$ cat src/pin_mux_defs.svh
/*
  Offsets, field positions, reset values and cycle counts of the
  reset / debug pin multiplexer.
  Assumes a byte-addressed Avalon-MM slave with 32-bit data.
*/
`ifndef PIN_MUX_DEFS_SVH
`define PIN_MUX_DEFS_SVH

// register byte offsets
`define OFF_SYS_OPT1   8'h00
`define OFF_FORCE_RST  8'h04
`define OFF_PORT_DIR   8'h08
`define OFF_PORT_DATA  8'h0C
`define OFF_PULLUP_EN  8'h10
`define OFF_SLEW_EN    8'h14
`define OFF_DRIVE_HI   8'h18
`define OFF_STATUS     8'h1C
`define OFF_LINK_DATA  8'h20

// system_options_one fields
`define SO_RPIN_EN     0
`define SO_DPIN_EN     1
`define SO_CMPOE       2
// debug_force_reset_reg field
`define FRC_BIT        0
// status fields
`define ST_BGMODE      16
`define ST_RXFULL      17

// pin indices (port a 0..5, port b 6..13)
`define PIN_DBG        4
`define PIN_RST        5

// reset values
`define SLEW_RST       14'h0010
`define DPIN_EN_RST    1'b1

// cycle counts (debug clock equals bus clock)
`define RST_HOLD_LAST  4'hF
`define BIT_LAST       4'hF
`define RX_SAMPLE      4'hA
`define TX_LOW_END     4'hD

`endif

$ cat src/pin_mux_pkg.sv
/*
  Types of the reset / debug pin multiplexer.
  Assumes pin_mux_defs.svh for all numeric constants.
*/
package pin_mux_pkg;
  typedef enum logic [0:0] {RS_HOLD, RS_RUN} rst_state_e;
  typedef logic [13:0] pin_vec_t;
endpackage

$ cat src/reset_debug_pin_muxing.sv
/*
  Reset / debug pin multiplexer with register file, internal reset
  sequencer, mode-select sampling and single-wire debug bit engine.
  Assumes a 20 MHz bus clock, an Avalon-MM master, pad cells that
  resolve out/oe/pullup, and i_rstn as the power-on reset.
*/
// Chosen here: the register offsets and the Avalon-MM interface to the registers.
`timescale 1ns/1ns
`default_nettype none
`include "pin_mux_defs.svh"

// Summary of operation
// RL1 - power-on leaves shared reset pin as input
// RL2 - reset-pin enable sets once, sticks until power-on
// RL3 - external pin low resets the device
// RL4 - reset function enables its pin pullup
// RL5 - debug pin selects mode during reset
// RL6 - every reset sets the debug pin enable
// RL7 - debug function enables its pin pullup
// RL8 - mode-select high at release gives normal mode
// RL9 - mode-select low at release gives background mode
// RL10 - each debug link bit spans 16 cycles
// RL11 - open-drain link with short high speedup pulses
// RL12 - per-pin drive, slew and pullup choices
// RL13 - after reset pins are inputs, pullups off
// RL14 - output-only pin: disabled, low drive, slew on
// RL15 - pin reset gives user mode only
// RL16 - software should stop unused inputs floating
// RL17 - highest-priority enabled function owns the pin
// RL18 - output pins never get a pullup
// RL19 - external reset pin synchronised before use
module reset_debug_pin_muxing
  import pin_mux_pkg::*;
(
  input  wire logic        i_mclk,
  input  wire logic        i_rstn,
  input  wire logic [7:0]  i_avs_address,
  input  wire logic        i_avs_read,
  input  wire logic        i_avs_write,
  input  wire logic [31:0] i_avs_writedata,
  output logic      [31:0] o_avs_readdata,
  output logic             o_avs_waitrequest,
  input  wire logic [13:0] i_pin_in,
  input  wire logic        i_cmp_out,
  output logic      [13:0] o_pin_out,
  output logic      [13:0] o_pin_oe,
  output logic      [13:0] o_pin_pu,
  output logic      [13:0] o_pin_hd,
  output logic      [13:0] o_pin_slew,
  output logic             o_sys_rst_n,
  output logic             o_bg_mode
);

  function automatic logic hit(input logic [7:0] a, input logic [7:0] off);
    hit = (a == off);
  endfunction

  logic       rpin_en_q, rpin_en_d, dpin_en_q, dpin_en_d, cmpoe_q, cmpoe_d;
  pin_vec_t   dir_q, dir_d, dout_q, dout_d, pue_q, pue_d;
  pin_vec_t   slew_q, slew_d, hd_q, hd_d;
  logic       wreq_q, wreq_d, frc_q, frc_d;
  logic [31:0] rdata_q, rdata_d;
  logic       acc_wr, soft_rst;
  rst_state_e st_q, st_d;
  logic [3:0] rcnt_q, rcnt_d;
  logic       sel_kind_q, sel_kind_d, sel_lat_q, sel_lat_d;
  logic       rst_n_q, rst_n_d, bgm_q, bgm_d;
  logic       rs1_q, rs2_q;
  logic       lk_prev_q, lk_busy_q, lk_busy_d, rx_full_q, rx_full_d;
  logic [3:0] lk_cnt_q, lk_cnt_d, tx_left_q, tx_left_d;
  logic [2:0] rx_bits_q, rx_bits_d;
  logic [7:0] rx_sh_q, rx_sh_d, rx_byte_q, rx_byte_d, tx_sh_q, tx_sh_d;
  logic       lk_drv, lk_val;
  pin_vec_t   out_d, oe_d, pu_d;

  ////////////////////////////////////////////////////////////////////
  // register file and Avalon slave: one wait state per access
  assign acc_wr   = i_avs_write & ~wreq_q;
  assign soft_rst = (st_q == RS_HOLD);

  always_comb begin
    wreq_d   = ((i_avs_read | i_avs_write) & wreq_q) ? 1'b0 : 1'b1;
    rdata_d  = rdata_q;
    rpin_en_d = rpin_en_q;
    dpin_en_d = dpin_en_q;
    cmpoe_d  = cmpoe_q;
    dir_d    = dir_q;
    dout_d   = dout_q;
    pue_d    = pue_q;
    slew_d   = slew_q;
    hd_d     = hd_q;
    frc_d    = 1'b0;
    if (i_avs_read & wreq_q) begin
      case (i_avs_address)
        `OFF_SYS_OPT1:  rdata_d = {29'h0, cmpoe_q, dpin_en_q, rpin_en_q};
        `OFF_PORT_DIR:  rdata_d = {18'h0, dir_q};
        `OFF_PORT_DATA: rdata_d = {18'h0, dout_q};
        `OFF_PULLUP_EN: rdata_d = {18'h0, pue_q};
        `OFF_SLEW_EN:   rdata_d = {18'h0, slew_q};
        `OFF_DRIVE_HI:  rdata_d = {18'h0, hd_q};
        `OFF_STATUS:    rdata_d = {14'h0, rx_full_q, bgm_q, 2'h0, i_pin_in};
        `OFF_LINK_DATA: rdata_d = {24'h0, rx_byte_q};
        default:        rdata_d = 32'h0000_0000;
      endcase
    end
    if (acc_wr) begin
      // RL2 - sticky reset-pin enable
      if (hit(i_avs_address, `OFF_SYS_OPT1)) begin
        rpin_en_d = rpin_en_q | i_avs_writedata[`SO_RPIN_EN];
        dpin_en_d = i_avs_writedata[`SO_DPIN_EN];
        cmpoe_d  = i_avs_writedata[`SO_CMPOE];
      end
      if (hit(i_avs_address, `OFF_FORCE_RST)) frc_d = i_avs_writedata[`FRC_BIT];
      // RL12 - per-pin direction, pullup, slew, drive
      if (hit(i_avs_address, `OFF_PORT_DIR))  dir_d  = i_avs_writedata[13:0];
      if (hit(i_avs_address, `OFF_PORT_DATA)) dout_d = i_avs_writedata[13:0];
      if (hit(i_avs_address, `OFF_PULLUP_EN)) pue_d  = i_avs_writedata[13:0];
      if (hit(i_avs_address, `OFF_SLEW_EN))   slew_d = i_avs_writedata[13:0];
      if (hit(i_avs_address, `OFF_DRIVE_HI))  hd_d   = i_avs_writedata[13:0];
    end
    // RL6 - internal reset restores debug enable
    // RL13 - inputs, pullups off
    // RL14 - output-only pin low drive, slew on
    if (soft_rst) begin
      dpin_en_d = `DPIN_EN_RST;
      cmpoe_d  = 1'b0;
      dir_d    = '0;
      dout_d   = '0;
      pue_d    = '0;
      slew_d   = `SLEW_RST;
      hd_d     = '0;
      frc_d    = 1'b0;
    end
  end

  always_ff @(posedge i_mclk or negedge i_rstn) begin
    if (!i_rstn) begin
      wreq_q   <= 1'b1;
      rdata_q  <= 32'h0000_0000;
      // RL1 - power-on leaves pin as port input
      rpin_en_q <= 1'b0;
      dpin_en_q <= `DPIN_EN_RST;
      cmpoe_q  <= 1'b0;
      dir_q    <= '0;
      dout_q   <= '0;
      pue_q    <= '0;
      slew_q   <= `SLEW_RST;
      hd_q     <= '0;
      frc_q    <= 1'b0;
    end else begin
      wreq_q   <= wreq_d;
      rdata_q  <= rdata_d;
      rpin_en_q <= rpin_en_d;
      dpin_en_q <= dpin_en_d;
      cmpoe_q  <= cmpoe_d;
      dir_q    <= dir_d;
      dout_q   <= dout_d;
      pue_q    <= pue_d;
      slew_q   <= slew_d;
      hd_q     <= hd_d;
      frc_q    <= frc_d;
    end
  end

  ////////////////////////////////////////////////////////////////////
  // internal reset sequencer and mode-select sampling
  // RL19 - two-stage synchroniser on reset pin
  always_ff @(posedge i_mclk or negedge i_rstn) begin
    if (!i_rstn) begin
      rs1_q <= 1'b1;
      rs2_q <= 1'b1;
    end else begin
      rs1_q <= i_pin_in[`PIN_RST];
      rs2_q <= rs1_q;
    end
  end

  always_comb begin
    st_d      = st_q;
    rcnt_d    = rcnt_q;
    sel_kind_d = sel_kind_q;
    sel_lat_d  = sel_lat_q;
    bgm_d      = bgm_q;
    case (st_q)
      RS_RUN: begin
        // RL3 - pin low starts a reset
        if (frc_q | (rpin_en_q & ~rs2_q)) begin
          st_d       = RS_HOLD;
          rcnt_d     = `RST_HOLD_LAST;
          sel_kind_d = frc_q;
        end
      end
      RS_HOLD: begin
        // RL5 - pin read as mode select
        if (sel_kind_q) sel_lat_d = i_pin_in[`PIN_DBG];
        if (rpin_en_q & ~rs2_q) rcnt_d = `RST_HOLD_LAST;
        else if (rcnt_q != 4'h0) rcnt_d = rcnt_q - 4'h1;
        else begin
          st_d  = RS_RUN;
          // RL8 - high gives normal mode
          // RL9 - low gives background mode
          // RL15 - pin reset never enters background mode
          bgm_d = sel_kind_q ? ~i_pin_in[`PIN_DBG] : 1'b0;
        end
      end
      default: st_d = RS_HOLD;
    endcase
    rst_n_d = (st_d == RS_RUN);
  end

  always_ff @(posedge i_mclk or negedge i_rstn) begin
    if (!i_rstn) begin
      st_q      <= RS_HOLD;
      rcnt_q    <= `RST_HOLD_LAST;
      sel_kind_q <= 1'b1;
      sel_lat_q  <= 1'b1;
      bgm_q      <= 1'b0;
      rst_n_q   <= 1'b0;
    end else begin
      st_q      <= st_d;
      rcnt_q    <= rcnt_d;
      sel_kind_q <= sel_kind_d;
      sel_lat_q  <= sel_lat_d;
      bgm_q      <= bgm_d;
      rst_n_q   <= rst_n_d;
    end
  end

  ////////////////////////////////////////////////////////////////////
  // single-wire debug bit engine; the far end starts each bit
  always_comb begin
    lk_busy_d = lk_busy_q;
    lk_cnt_d  = lk_cnt_q;
    rx_sh_d   = rx_sh_q;
    rx_bits_d = rx_bits_q;
    rx_byte_d = rx_byte_q;
    rx_full_d = rx_full_q;
    tx_sh_d   = tx_sh_q;
    tx_left_d = tx_left_q;
    lk_drv    = 1'b0;
    lk_val    = 1'b0;
    // clear by writing one; a byte landing now still wins
    if (acc_wr & hit(i_avs_address, `OFF_STATUS) & i_avs_writedata[`ST_RXFULL])
      rx_full_d = 1'b0;
    if (acc_wr & hit(i_avs_address, `OFF_LINK_DATA)) begin
      tx_sh_d   = i_avs_writedata[7:0];
      tx_left_d = 4'h8;
    end
    if (!lk_busy_q) begin
      if (lk_prev_q & ~i_pin_in[`PIN_DBG] & dpin_en_q & rst_n_q) begin
        lk_busy_d = 1'b1;
        lk_cnt_d  = 4'h0;
      end
    end else begin
      // RL10 - bit lasts 16 clocks
      lk_cnt_d = lk_cnt_q + 4'h1;
      if (lk_cnt_q == `BIT_LAST) lk_busy_d = 1'b0;
      if (lk_cnt_q == `RX_SAMPLE) begin
        rx_sh_d   = {rx_sh_q[6:0], i_pin_in[`PIN_DBG]};
        rx_bits_d = rx_bits_q + 3'h1;
        if (rx_bits_q == 3'h7) begin
          rx_byte_d = rx_sh_d;
          rx_full_d = 1'b1;
        end
      end
      // RL11 - hold low for a zero, then a short push high
      if ((tx_left_q != 4'h0) & ~tx_sh_q[7]) begin
        lk_drv = (lk_cnt_q <= `TX_LOW_END);
        lk_val = (lk_cnt_q == `TX_LOW_END);
      end
      if ((lk_cnt_q == `BIT_LAST) & (tx_left_q != 4'h0)) begin
        tx_sh_d   = {tx_sh_q[6:0], 1'b0};
        tx_left_d = tx_left_q - 4'h1;
      end
    end
  end

  always_ff @(posedge i_mclk or negedge i_rstn) begin
    if (!i_rstn) begin
      lk_prev_q <= 1'b1;
      lk_busy_q <= 1'b0;
      lk_cnt_q  <= 4'h0;
      rx_sh_q   <= 8'h00;
      rx_bits_q <= 3'h0;
      rx_byte_q <= 8'h00;
      rx_full_q <= 1'b0;
      tx_sh_q   <= 8'h00;
      tx_left_q <= 4'h0;
    end else begin
      lk_prev_q <= i_pin_in[`PIN_DBG];
      lk_busy_q <= lk_busy_d;
      lk_cnt_q  <= lk_cnt_d;
      rx_sh_q   <= rx_sh_d;
      rx_bits_q <= rx_bits_d;
      rx_byte_q <= rx_byte_d;
      rx_full_q <= rx_full_d;
      tx_sh_q   <= tx_sh_d;
      tx_left_q <= tx_left_d;
    end
  end

  ////////////////////////////////////////////////////////////////////
  // pad control, registered so every output is a flop
  always_comb begin
    oe_d  = dir_q;
    out_d = dout_q;
    // RL17 - reset function outranks port; input-only pin
    oe_d[`PIN_RST] = 1'b0;
    // RL17 - debug outranks comparator outranks port
    if (dpin_en_q) begin
      oe_d[`PIN_DBG]  = lk_drv;
      out_d[`PIN_DBG] = lk_val;
    end else if (cmpoe_q) begin
      oe_d[`PIN_DBG]  = 1'b1;
      out_d[`PIN_DBG] = i_cmp_out;
    end
    // RL18 - no pullup while driven
    pu_d = pue_q & ~oe_d;
    // RL4 - reset pin pullup
    if (rpin_en_q) pu_d[`PIN_RST] = 1'b1;
    // RL7 - debug pin pullup when not driving
    pu_d[`PIN_DBG] = dpin_en_q ? ~lk_drv : 1'b0;
  end

  always_ff @(posedge i_mclk or negedge i_rstn) begin
    if (!i_rstn) begin
      o_pin_out  <= '0;
      o_pin_oe   <= '0;
      o_pin_pu   <= '0;
      o_pin_hd   <= '0;
      o_pin_slew <= `SLEW_RST;
    end else begin
      o_pin_out  <= out_d;
      o_pin_oe   <= oe_d;
      o_pin_pu   <= pu_d;
      o_pin_hd   <= hd_q;
      o_pin_slew <= slew_q;
    end
  end

  assign o_avs_readdata    = rdata_q;
  assign o_avs_waitrequest = wreq_q;
  assign o_sys_rst_n       = rst_n_q;
  assign o_bg_mode         = bgm_q;
endmodule
`default_nettype wire

$ cat config.mk
export PLATFORM = sky130hd
export DESIGN_NAME = reset_debug_pin_muxing
export DESIGN_NICKNAME = d
export VERILOG_FILES = /design/src/pin_mux_pkg.sv /design/src/reset_debug_pin_muxing.sv
export VERILOG_INCLUDE_DIRS = /design/src /design/src/src
export SDC_FILE = /design/constraint.sdc
export NUM_CORES = 1
export LEC_CHECK = 0
export ABC_AREA = 1
export BUFFER_PORTS_ARGS = -buffer_cell sky130_fd_sc_hd__buf_2
export CORE_MARGIN = 1
export CORE_UTILIZATION = 59
export CTS_BUF_LIST = sky130_fd_sc_hd__clkbuf_8 sky130_fd_sc_hd__clkbuf_16
export DETAILED_ROUTE_END_ITERATION = 10
export HOLD_SLACK_MARGIN = 0.12
export PLACE_DENSITY = 0.84
export REMOVE_ABC_BUFFERS = 1
export SYNTH_ARGS = -nofsm -noshare
export SYNTH_HDL_FRONTEND = slang
export SYNTH_SLANG_ARGS = --single-unit
$ cat constraint.sdc
create_clock -name i_mclk -period 3.3 [get_ports i_mclk]
set_clock_uncertainty 0.2 [all_clocks]
set_input_delay 0.165 -clock i_mclk [delete_from_list [all_inputs] [get_ports i_mclk]]
set_output_delay 0.165 -clock i_mclk [all_outputs]
set_load 0.02 [all_outputs]
==> impl_metrics.json, run 1 <==
{
  "async_flop_share_pct": 100,
  "postLayoutCellArea_um2": 10500,
  "finalSetupViolCount": 0,
  "diodes": 0,
  "synth_area_um2": 8570,
  "arrival_ns": 3.10,
  "r2r-start": "o_sys_rst_n",
  "tritoncts": "built",
  "cp-end-kind": "flip-flop",
  "slew_headroom_pct": 33.6,
  "cts_buffer_depth": 3,
  "grt_pass1_vias": 7224,
  "clkPwrFrac_pct": 48.3,
  "postRouteAntennaNets": 0,
  "placed_cells": 1189,
  "drc": 0,
  "io_pins": 164,
  "tightest_slew_ns": 0.997,
  "reg2reg_depth": 6,
  "hold_path.class": "primary input to flip-flop",
  "die_w_um": 123,
  "vias": 7267,
  "grt_pass1_wl_um": 36400,
  "cts_made_buffers": 22,
  "internal-power_mw": 4.25,
  "powerDensity_nw_per_um2": 516,
  "cp_max_fo": 34,
  "seqPwrFrac_pct": 47.0,
  "outcome": "completed",
  "root_buffer": "clkbuf_16",
  "fmax_mhz": 340,
  "synth_ff_type": "dfrtp_1",
  "clk_pin_slew_ns": 0.06,
  "crit_required_ns": 3.46,
  "overflow": 0,
  "drt_first_pass_iters": 6,
  "hold_depth": 2,
  "holdPathEnd": "rs1_q",
  "ys_seq_area_share_pct": 60.3,
  "drt-initial-drc-count": 839,
  "dp_hpwl_um": 13500,
  "wl_per_cell_um": 18.0,
  "synth-warning-count": 0,
  "combPwrFrac_pct": 4.7,
  "finalSetupTns_ns": 0,
  "fill_cells": 883,
  "switching_share_pct": 21.7,
  "htreeDepth": 1,
  "die_h_um": 123,
  "area_growth_pct": 22.8,
  "netlist_instances": 903,
  "hp-start": "i_pin_in[5]",
  "place_area_um2": 9250,
  "drive_gt1_share_pct": 20.1,
  "finalCritPeriodShare_pct": 89.1,
  "io_buffers": 129,
  "start_util_pct": 61.0,
  "grt_max_degree": 70,
  "synth_edf_count": 0,
  "layout.nets": 1148,
  "slew_violations": 0,
  "ir_drop_mv": 0.371,
  "antenna_found_initial": 0,
  "gp_congestion": 0.831,
  "rsz0062_at_grt": "no",
  "regToRegSetupSlack_ns": 1.12,
  "grt.total_usage_pct": 31.9,
  "synth.avg_cell_area_um2": 9.49,
  "p_sw_mw": 1.18,
  "rr_endpoint": "frc_q",
  "core_area_um2": 14000,
  "final_cells": 1275,
  "leakagePower_nw": 5.62,
  "vias_per_cell": 5.70,
  "hold_viol_final": 0,
  "period_minus_slack_ns": 2.94,
  "fp-row-count": 43,
  "max-cap-violations": 0,
  "startpoint_type": "primary input",
  "drt_wl_total_um": 23000,
  "cts.sinks": 206,
  "post-cts-setup-buffers": 0,
  "yosysUniqueCellTypes": 39,
  "die-area_um2": 15000,
  "clock_latency_ns": 0.50,
  "synth_seq_cells": 206,
  "worstSetupPathType": "primary input to flip-flop"
}
## cell type report
type	instances	area (µm²)	area share (%)
Clock buffer	29	658	6.26
Tap cell	180	225	2.14
Sequential cell	206	5170	49.1
Multi-Input combinational cell	589	2850	27.1
Clock inverter	10	125	1.19
Timing Repair Buffer	185	1210	11.5
Inverter	76	285	2.71
## critical path, stage by stage
cell and delay [ns]:
dlygate4sd3_1 0.53, buf_2 0.13, inv_1 0.08, nand2_2 0.08, dlygate4sd3_1 0.64, nor2_8 0.49
nand2_1 0.45, o21ai_0 0.40, nand2_1 0.12
## power by group through the flow
| stage | logic, mW | clock network, mW | registers (mW) |
|---|---|---|---|
| CTS | 0.250 | 2.62 | 2.55 |
| detailed placement | 0.204 | 0 | 2.60 |
| finish | 0.255 | 2.62 | 2.55 |
| floorplan | 0.0809 | 0 | 2.60 |
| global route | 0.277 | 2.73 | 2.55 |
| global placement | 0.199 | 0 | 2.60 |
## synthesized netlist by cell type, drive strengths merged (2+ instances only)
cell type	number	share of area (%)
a31oi	6	1.3
nand3	81	4.7
xor2	2	0.20
o21ai	116	6.8
nand2	246	11
nor3	10	0.64
xnor2	2	0.20
nor2	79	4.3
buf	46	3.7
o22ai	5	0.44
inv	76	3.3
nand4	3	0.39
dfstp	12	3.7
a21oi	5	0.29
dfrtp	194	57
ha	9	1.3
clkbuf	2	0.088
## layer usage
metal | wire (µm) | global-route usage [%]
met5 | 0 | 0
met3 | 2060 | 6.13
met1 | 8730 | 39.7
met2 | 11000 | 52.6
met4 | 1170 | 17.9
## worst max path at each step
stage	from	endpoint	cells past startpoint
finish	i_avs_address[7]	rx_full_q	9
global route	i_avs_address[7]	rx_full_q	9
CTS	i_avs_address[7]	o_avs_readdata[11]	12
detailed placement	i_avs_address[3]	pue_q[7]	7
global placement	lk_cnt_q[0]	rx_byte_q[7]	6
floorplan	o_sys_rst_n	hd_q[0]	4
## sequential cells by signal (all words and copies together) (netlist names), 14 cells and up
signal and cells:
pue_q 14, o_pin_slew 14, slew_q 14, o_pin_hd 14, o_pin_pu 14, o_avs_readdata 16
o_pin_out 14, dout_q 14, hd_q 14, dir_q 14
## metrics by stage
stage	worst slack [ns]	hold WS, ns	power [mW]	utilization [%]
after global routing	0.329	0.152	5.56	74.9
after CTS	0.579	0.125	5.43	74.9
after global placement	1.29	-0.00694	2.80	65.9
after detailed placement	1.23	0.00319	2.80	65.9
final	0.358	0.151	5.43	74.9
after floorplan	1.36	-0.331	2.68	-
## what timing repair did
| item | 4_1_cts | 5_1_grt |
|---|---|---|
| resized for setup | 0 | 0 |
| hold buffers | 47 | 0 |
| endpoints found under the hold margin | 302 | 0 |
## cell usage in the layout, fill, tap and decap left out, drive strengths merged, types with 3 or more instances in the layout
cell type	count
dfstp	12
ha	9
clkbuf	30
buf	138
a21oi	5
dfrtp	194
nor2	79
o22ai	5
nor3	10
nand2	246
inv	80
o21ai	116
nand4	3
nand3	81
a31oi	6
conb	17
bufinv	3
dlygate4sd3	46
## kinds of logic after synthesis
| kind of cell | share of synthesized area [%] |
|---|---|
| xor gates and xnor gates | 0.409 |
| other | 0.0438 |
| and+or+nand+nor | 21.3 |
| muxes | 0.131 |
| AOI/OAI and AO/OA | 9.33 |
| adders and majority gates | 1.31 |
| buffers and inverters | 7.13 |
| DFF | 60.3 |
Note: power is estimated with default switching activity, not from simulation.
==> run 2, diff against run 1 <==
Settings changed: ABC_AREA 1 to unset, CORE_UTILIZATION 59 to 31, PLACE_DENSITY 0.84 to unset.
==> run 2 against run 1 <==
  * Clock-buffer cell count increased by 3
  * Worst hold slack got worse by 0.051 ns
  * Register-to-register slack got worse by 0.23 ns
  * Non-clock buffer count increased by 13
  * Largest power group is now registers
==> impl_metrics.json, run 2 <==
{
  "outcome": "completed",
  "synth_top_cell_area_share_pct": 54.3,
  "cp_max_fo": 7,
  "postRouteAntennaNets": 0,
  "grt_pass1_vias": 6310,
  "hold_path.class": "primary input to async pin",
  "fin_util_pct": 39.9,
  "diodes": 0,
  "worstSetupPathType": "primary input to flip-flop",
  "grt.total_usage_pct": 16.9,
  "synth_ff_type": "dfrtp_1",
  "core_area_um2": 28100,
  "rsz0062_at_grt": "no",
  "hold_viol_final": 0,
  "synthSimpleGateAreaFrac_pct": 16.2,
  "fmax_mhz": 403,
  "ir_drop_mv": 0.334,
  "htreeDepth": 1,
  "clkPwrFrac_pct": 40.6,
  "rr_endpoint": "pue_q[5]",
  "fp-row-count": 61,
  "netlist_instances": 755,
  "synth_edf_count": 0,
  "finalCritPeriodShare_pct": 75.2,
  "synth-xor-area-share_pct": 0.196,
  "hold_ws_ns": 0.100,
  "synth.avg_cell_area_um2": 11.8,
  "finalSetupViolCount": 0,
  "crit_start": "i_avs_address[7]",
  "die_h_um": 172,
  "arrival_ns": 2.72,
  "tritoncts": "built",
  "async_flop_share_pct": 100,
  "clock_latency_ns": 0.50,
  "die_w_um": 172,
  "vias_per_cell": 4.81,
  "synth_mux_area_share_pct": 10.5,
  "grt_max_degree": 99,
  "placed_cells": 1241,
  "finalSetupTns_ns": 0,
  "yosys.area_share.adder_pct": 1.26,
  "post-cts-setup-buffers": 0,
  "layout_setup_ws_ns": 0.817,
  "synth_compound_area_share_pct": 9.34,
  "combPwrFrac_pct": 14.0,
  "clk_pin_slew_ns": 0.06,
  "synth-warning-count": 0,
  "drt_wl_total_um": 24300,
  "largest_reg_flops": 16,
  "wl_per_cell_um": 18.3,
  "tightest_slew_ns": 0.832,
  "slew_violations": 0,
  "place_area_um2": 9950,
  "synthTopCellsByArea": "dfrtp_1 (54%), mux2i_1 (6.8%), nand2_1 (4.7%)",
  "period_minus_slack_ns": 2.48,
  "final_cells": 1327,
  "leakagePower_nw": 5.76,
  "start_util_pct": 31.8,
  "yosysMostFrequentCell": "dfrtp_1",
  "drt_first_pass_iters": 7,
  "root_buffer": "clkbuf_16",
  "seqPwrFrac_pct": 45.4,
  "drc": 0,
  "netlist_top_cells_count": "dfrtp_1 (194), nand2_1 (113), mux2i_1 (61)",
  "overflow": 0,
  "pre_cts_ws_ns": 0.922,
  "cts_resized": 0,
  "synth_seq_cells": 206,
  "startpoint_type": "primary input",
  "antenna_found_initial": 0,
  "synth_top_family_by_area": "simple AND/OR/NAND/NOR gates",
  "internal-power_mw": 4.78,
  "cts_buffer_depth": 3,
  "powerDensity_nw_per_um2": 582,
  "max-cap-violations": 0,
  "ys_seq_area_share_pct": 57.9,
  "fill_cells": 2750,
  "cp-end-kind": "flip-flop",
  "final_common_cell": "dfrtp_1",
  "regToRegSetupSlack_ns": 0.89,
  "layout.nets": 1001,
  "vias": 6382,
  "yosysUniqueCellTypes": 62,
  "io_buffers": 129,
  "cts.sinks": 206,
  "switching_share_pct": 26.6,
  "die-area_um2": 29500,
  "io_pins": 164,
  "postLayoutCellArea_um2": 11200,
  "dp_hpwl_um": 16100,
  "synth_area_um2": 8930,
  "final_cell_mix": "dfrtp_1 (193), buf_2 (128), nand2_1 (113), mux2i_1 (61), nor2b_1 (60)",
  "gp_congestion": 0.802,
  "drt-initial-drc-count": 445,
  "total_power_mw": 6.52,
  "yosysTopAreaCell": "dfrtp_1",
  "drive_gt1_share_pct": 25.5,
  "crit_required_ns": 3.54,
  "p_sw_mw": 1.73,
  "reg2reg_depth": 6,
  "r2r-start": "o_avs_waitrequest",
  "cts_made_buffers": 23,
  "area_growth_pct": 25.3,
  "slew_headroom_pct": 44.5,
  "grt_pass1_wl_um": 37500
}
## run 2: cell count changes in the layout (fill, tap and decap cells not counted), sizes merged, moves of 16 or more
cell / before / now
inv: 80 / 13
nand3: 81 / 31
mux2i: 0 / 61
nand2: 246 / 113
mux2: 1 / 17
nor2: 79 / 11
o21ai: 116 / 26
a21boi: 1 / 29
nor2b: 0 / 60
## run 2: critical path: stages
cell	delay (ns)
dlygate4sd3_1	0.56
buf_2	0.19
nor3_1	0.37
and3_1	0.53
a22oi_1	0.16
o21ai_0	0.17
dlygate4sd3_1	0.57
## run 2: how the worst max path moves through the flow
stage	to	slack, ns	cells after the start
floorplan	lk_cnt_q[0]	0.89	2
global placement	dir_q[5]	0.95	5
detailed placement	dir_q[6]	0.92	5
CTS	o_avs_readdata[12]	0.87	7
global route	o_avs_readdata[12]	0.63	7
finish	o_avs_readdata[8]	0.82	7
## run 2: kinds of logic (layout without fill, tap and decap cells)
| group | after synthesis | in the layout |
|---|---|---|
| AO/OA/AOI/OAI | 117 | 117 |
| XOR/XNOR | 2 | 2 |
| adder cells (fa/ha/maj) | 9 | 9 |
| buffers and inverters | 73 | 251 |
| flip-flops | 206 | 206 |
| multiplexers | 84 | 84 |
| other | 1 | 17 |
| AND/OR/NAND/NOR | 263 | 263 |
## run 2: power by group through the flow
stage          clock, mW  sequential, mW  combinational, mW
2_1_floorplan          0            3.00              0.513
3_3_place_gp           0            2.99              0.862
3_5_place_dp           0            3.00              0.886
4_1_cts             2.70            2.96              0.926
5_1_grt             2.80            2.99               1.04
6_report            2.64            2.96              0.914
## run 2: layer usage
layer  wire length [µm]  track usage (%)  vias to the layer above
met5                  0                0                        -
met4                481             4.19                        0
met3               1300             2.35                       31
met2              11300             27.1                      200
met1              11200             23.9                     3204
li1                   -                -                     2947
## run 2: area by class of cell
| type | count | area (µm²) | share of cell area [%] |
|---|---|---|---|
| well taps | 378 | 473 | 4.22 |
| repair buffers | 198 | 1300 | 11.6 |
| clock inverters | 9 | 95.1 | 0.849 |
| multi-input cells | 492 | 3420 | 30.5 |
| inverters | 12 | 45.0 | 0.402 |
| clock buffers | 32 | 699 | 6.25 |
| flip-flops and latches | 206 | 5170 | 46.2 |
## run 2: what timing repair did
action	in CTS	in global routing
endpoints found under the setup margin	0	0
hold endpoints to repair	201	0
hold buffers	45	0
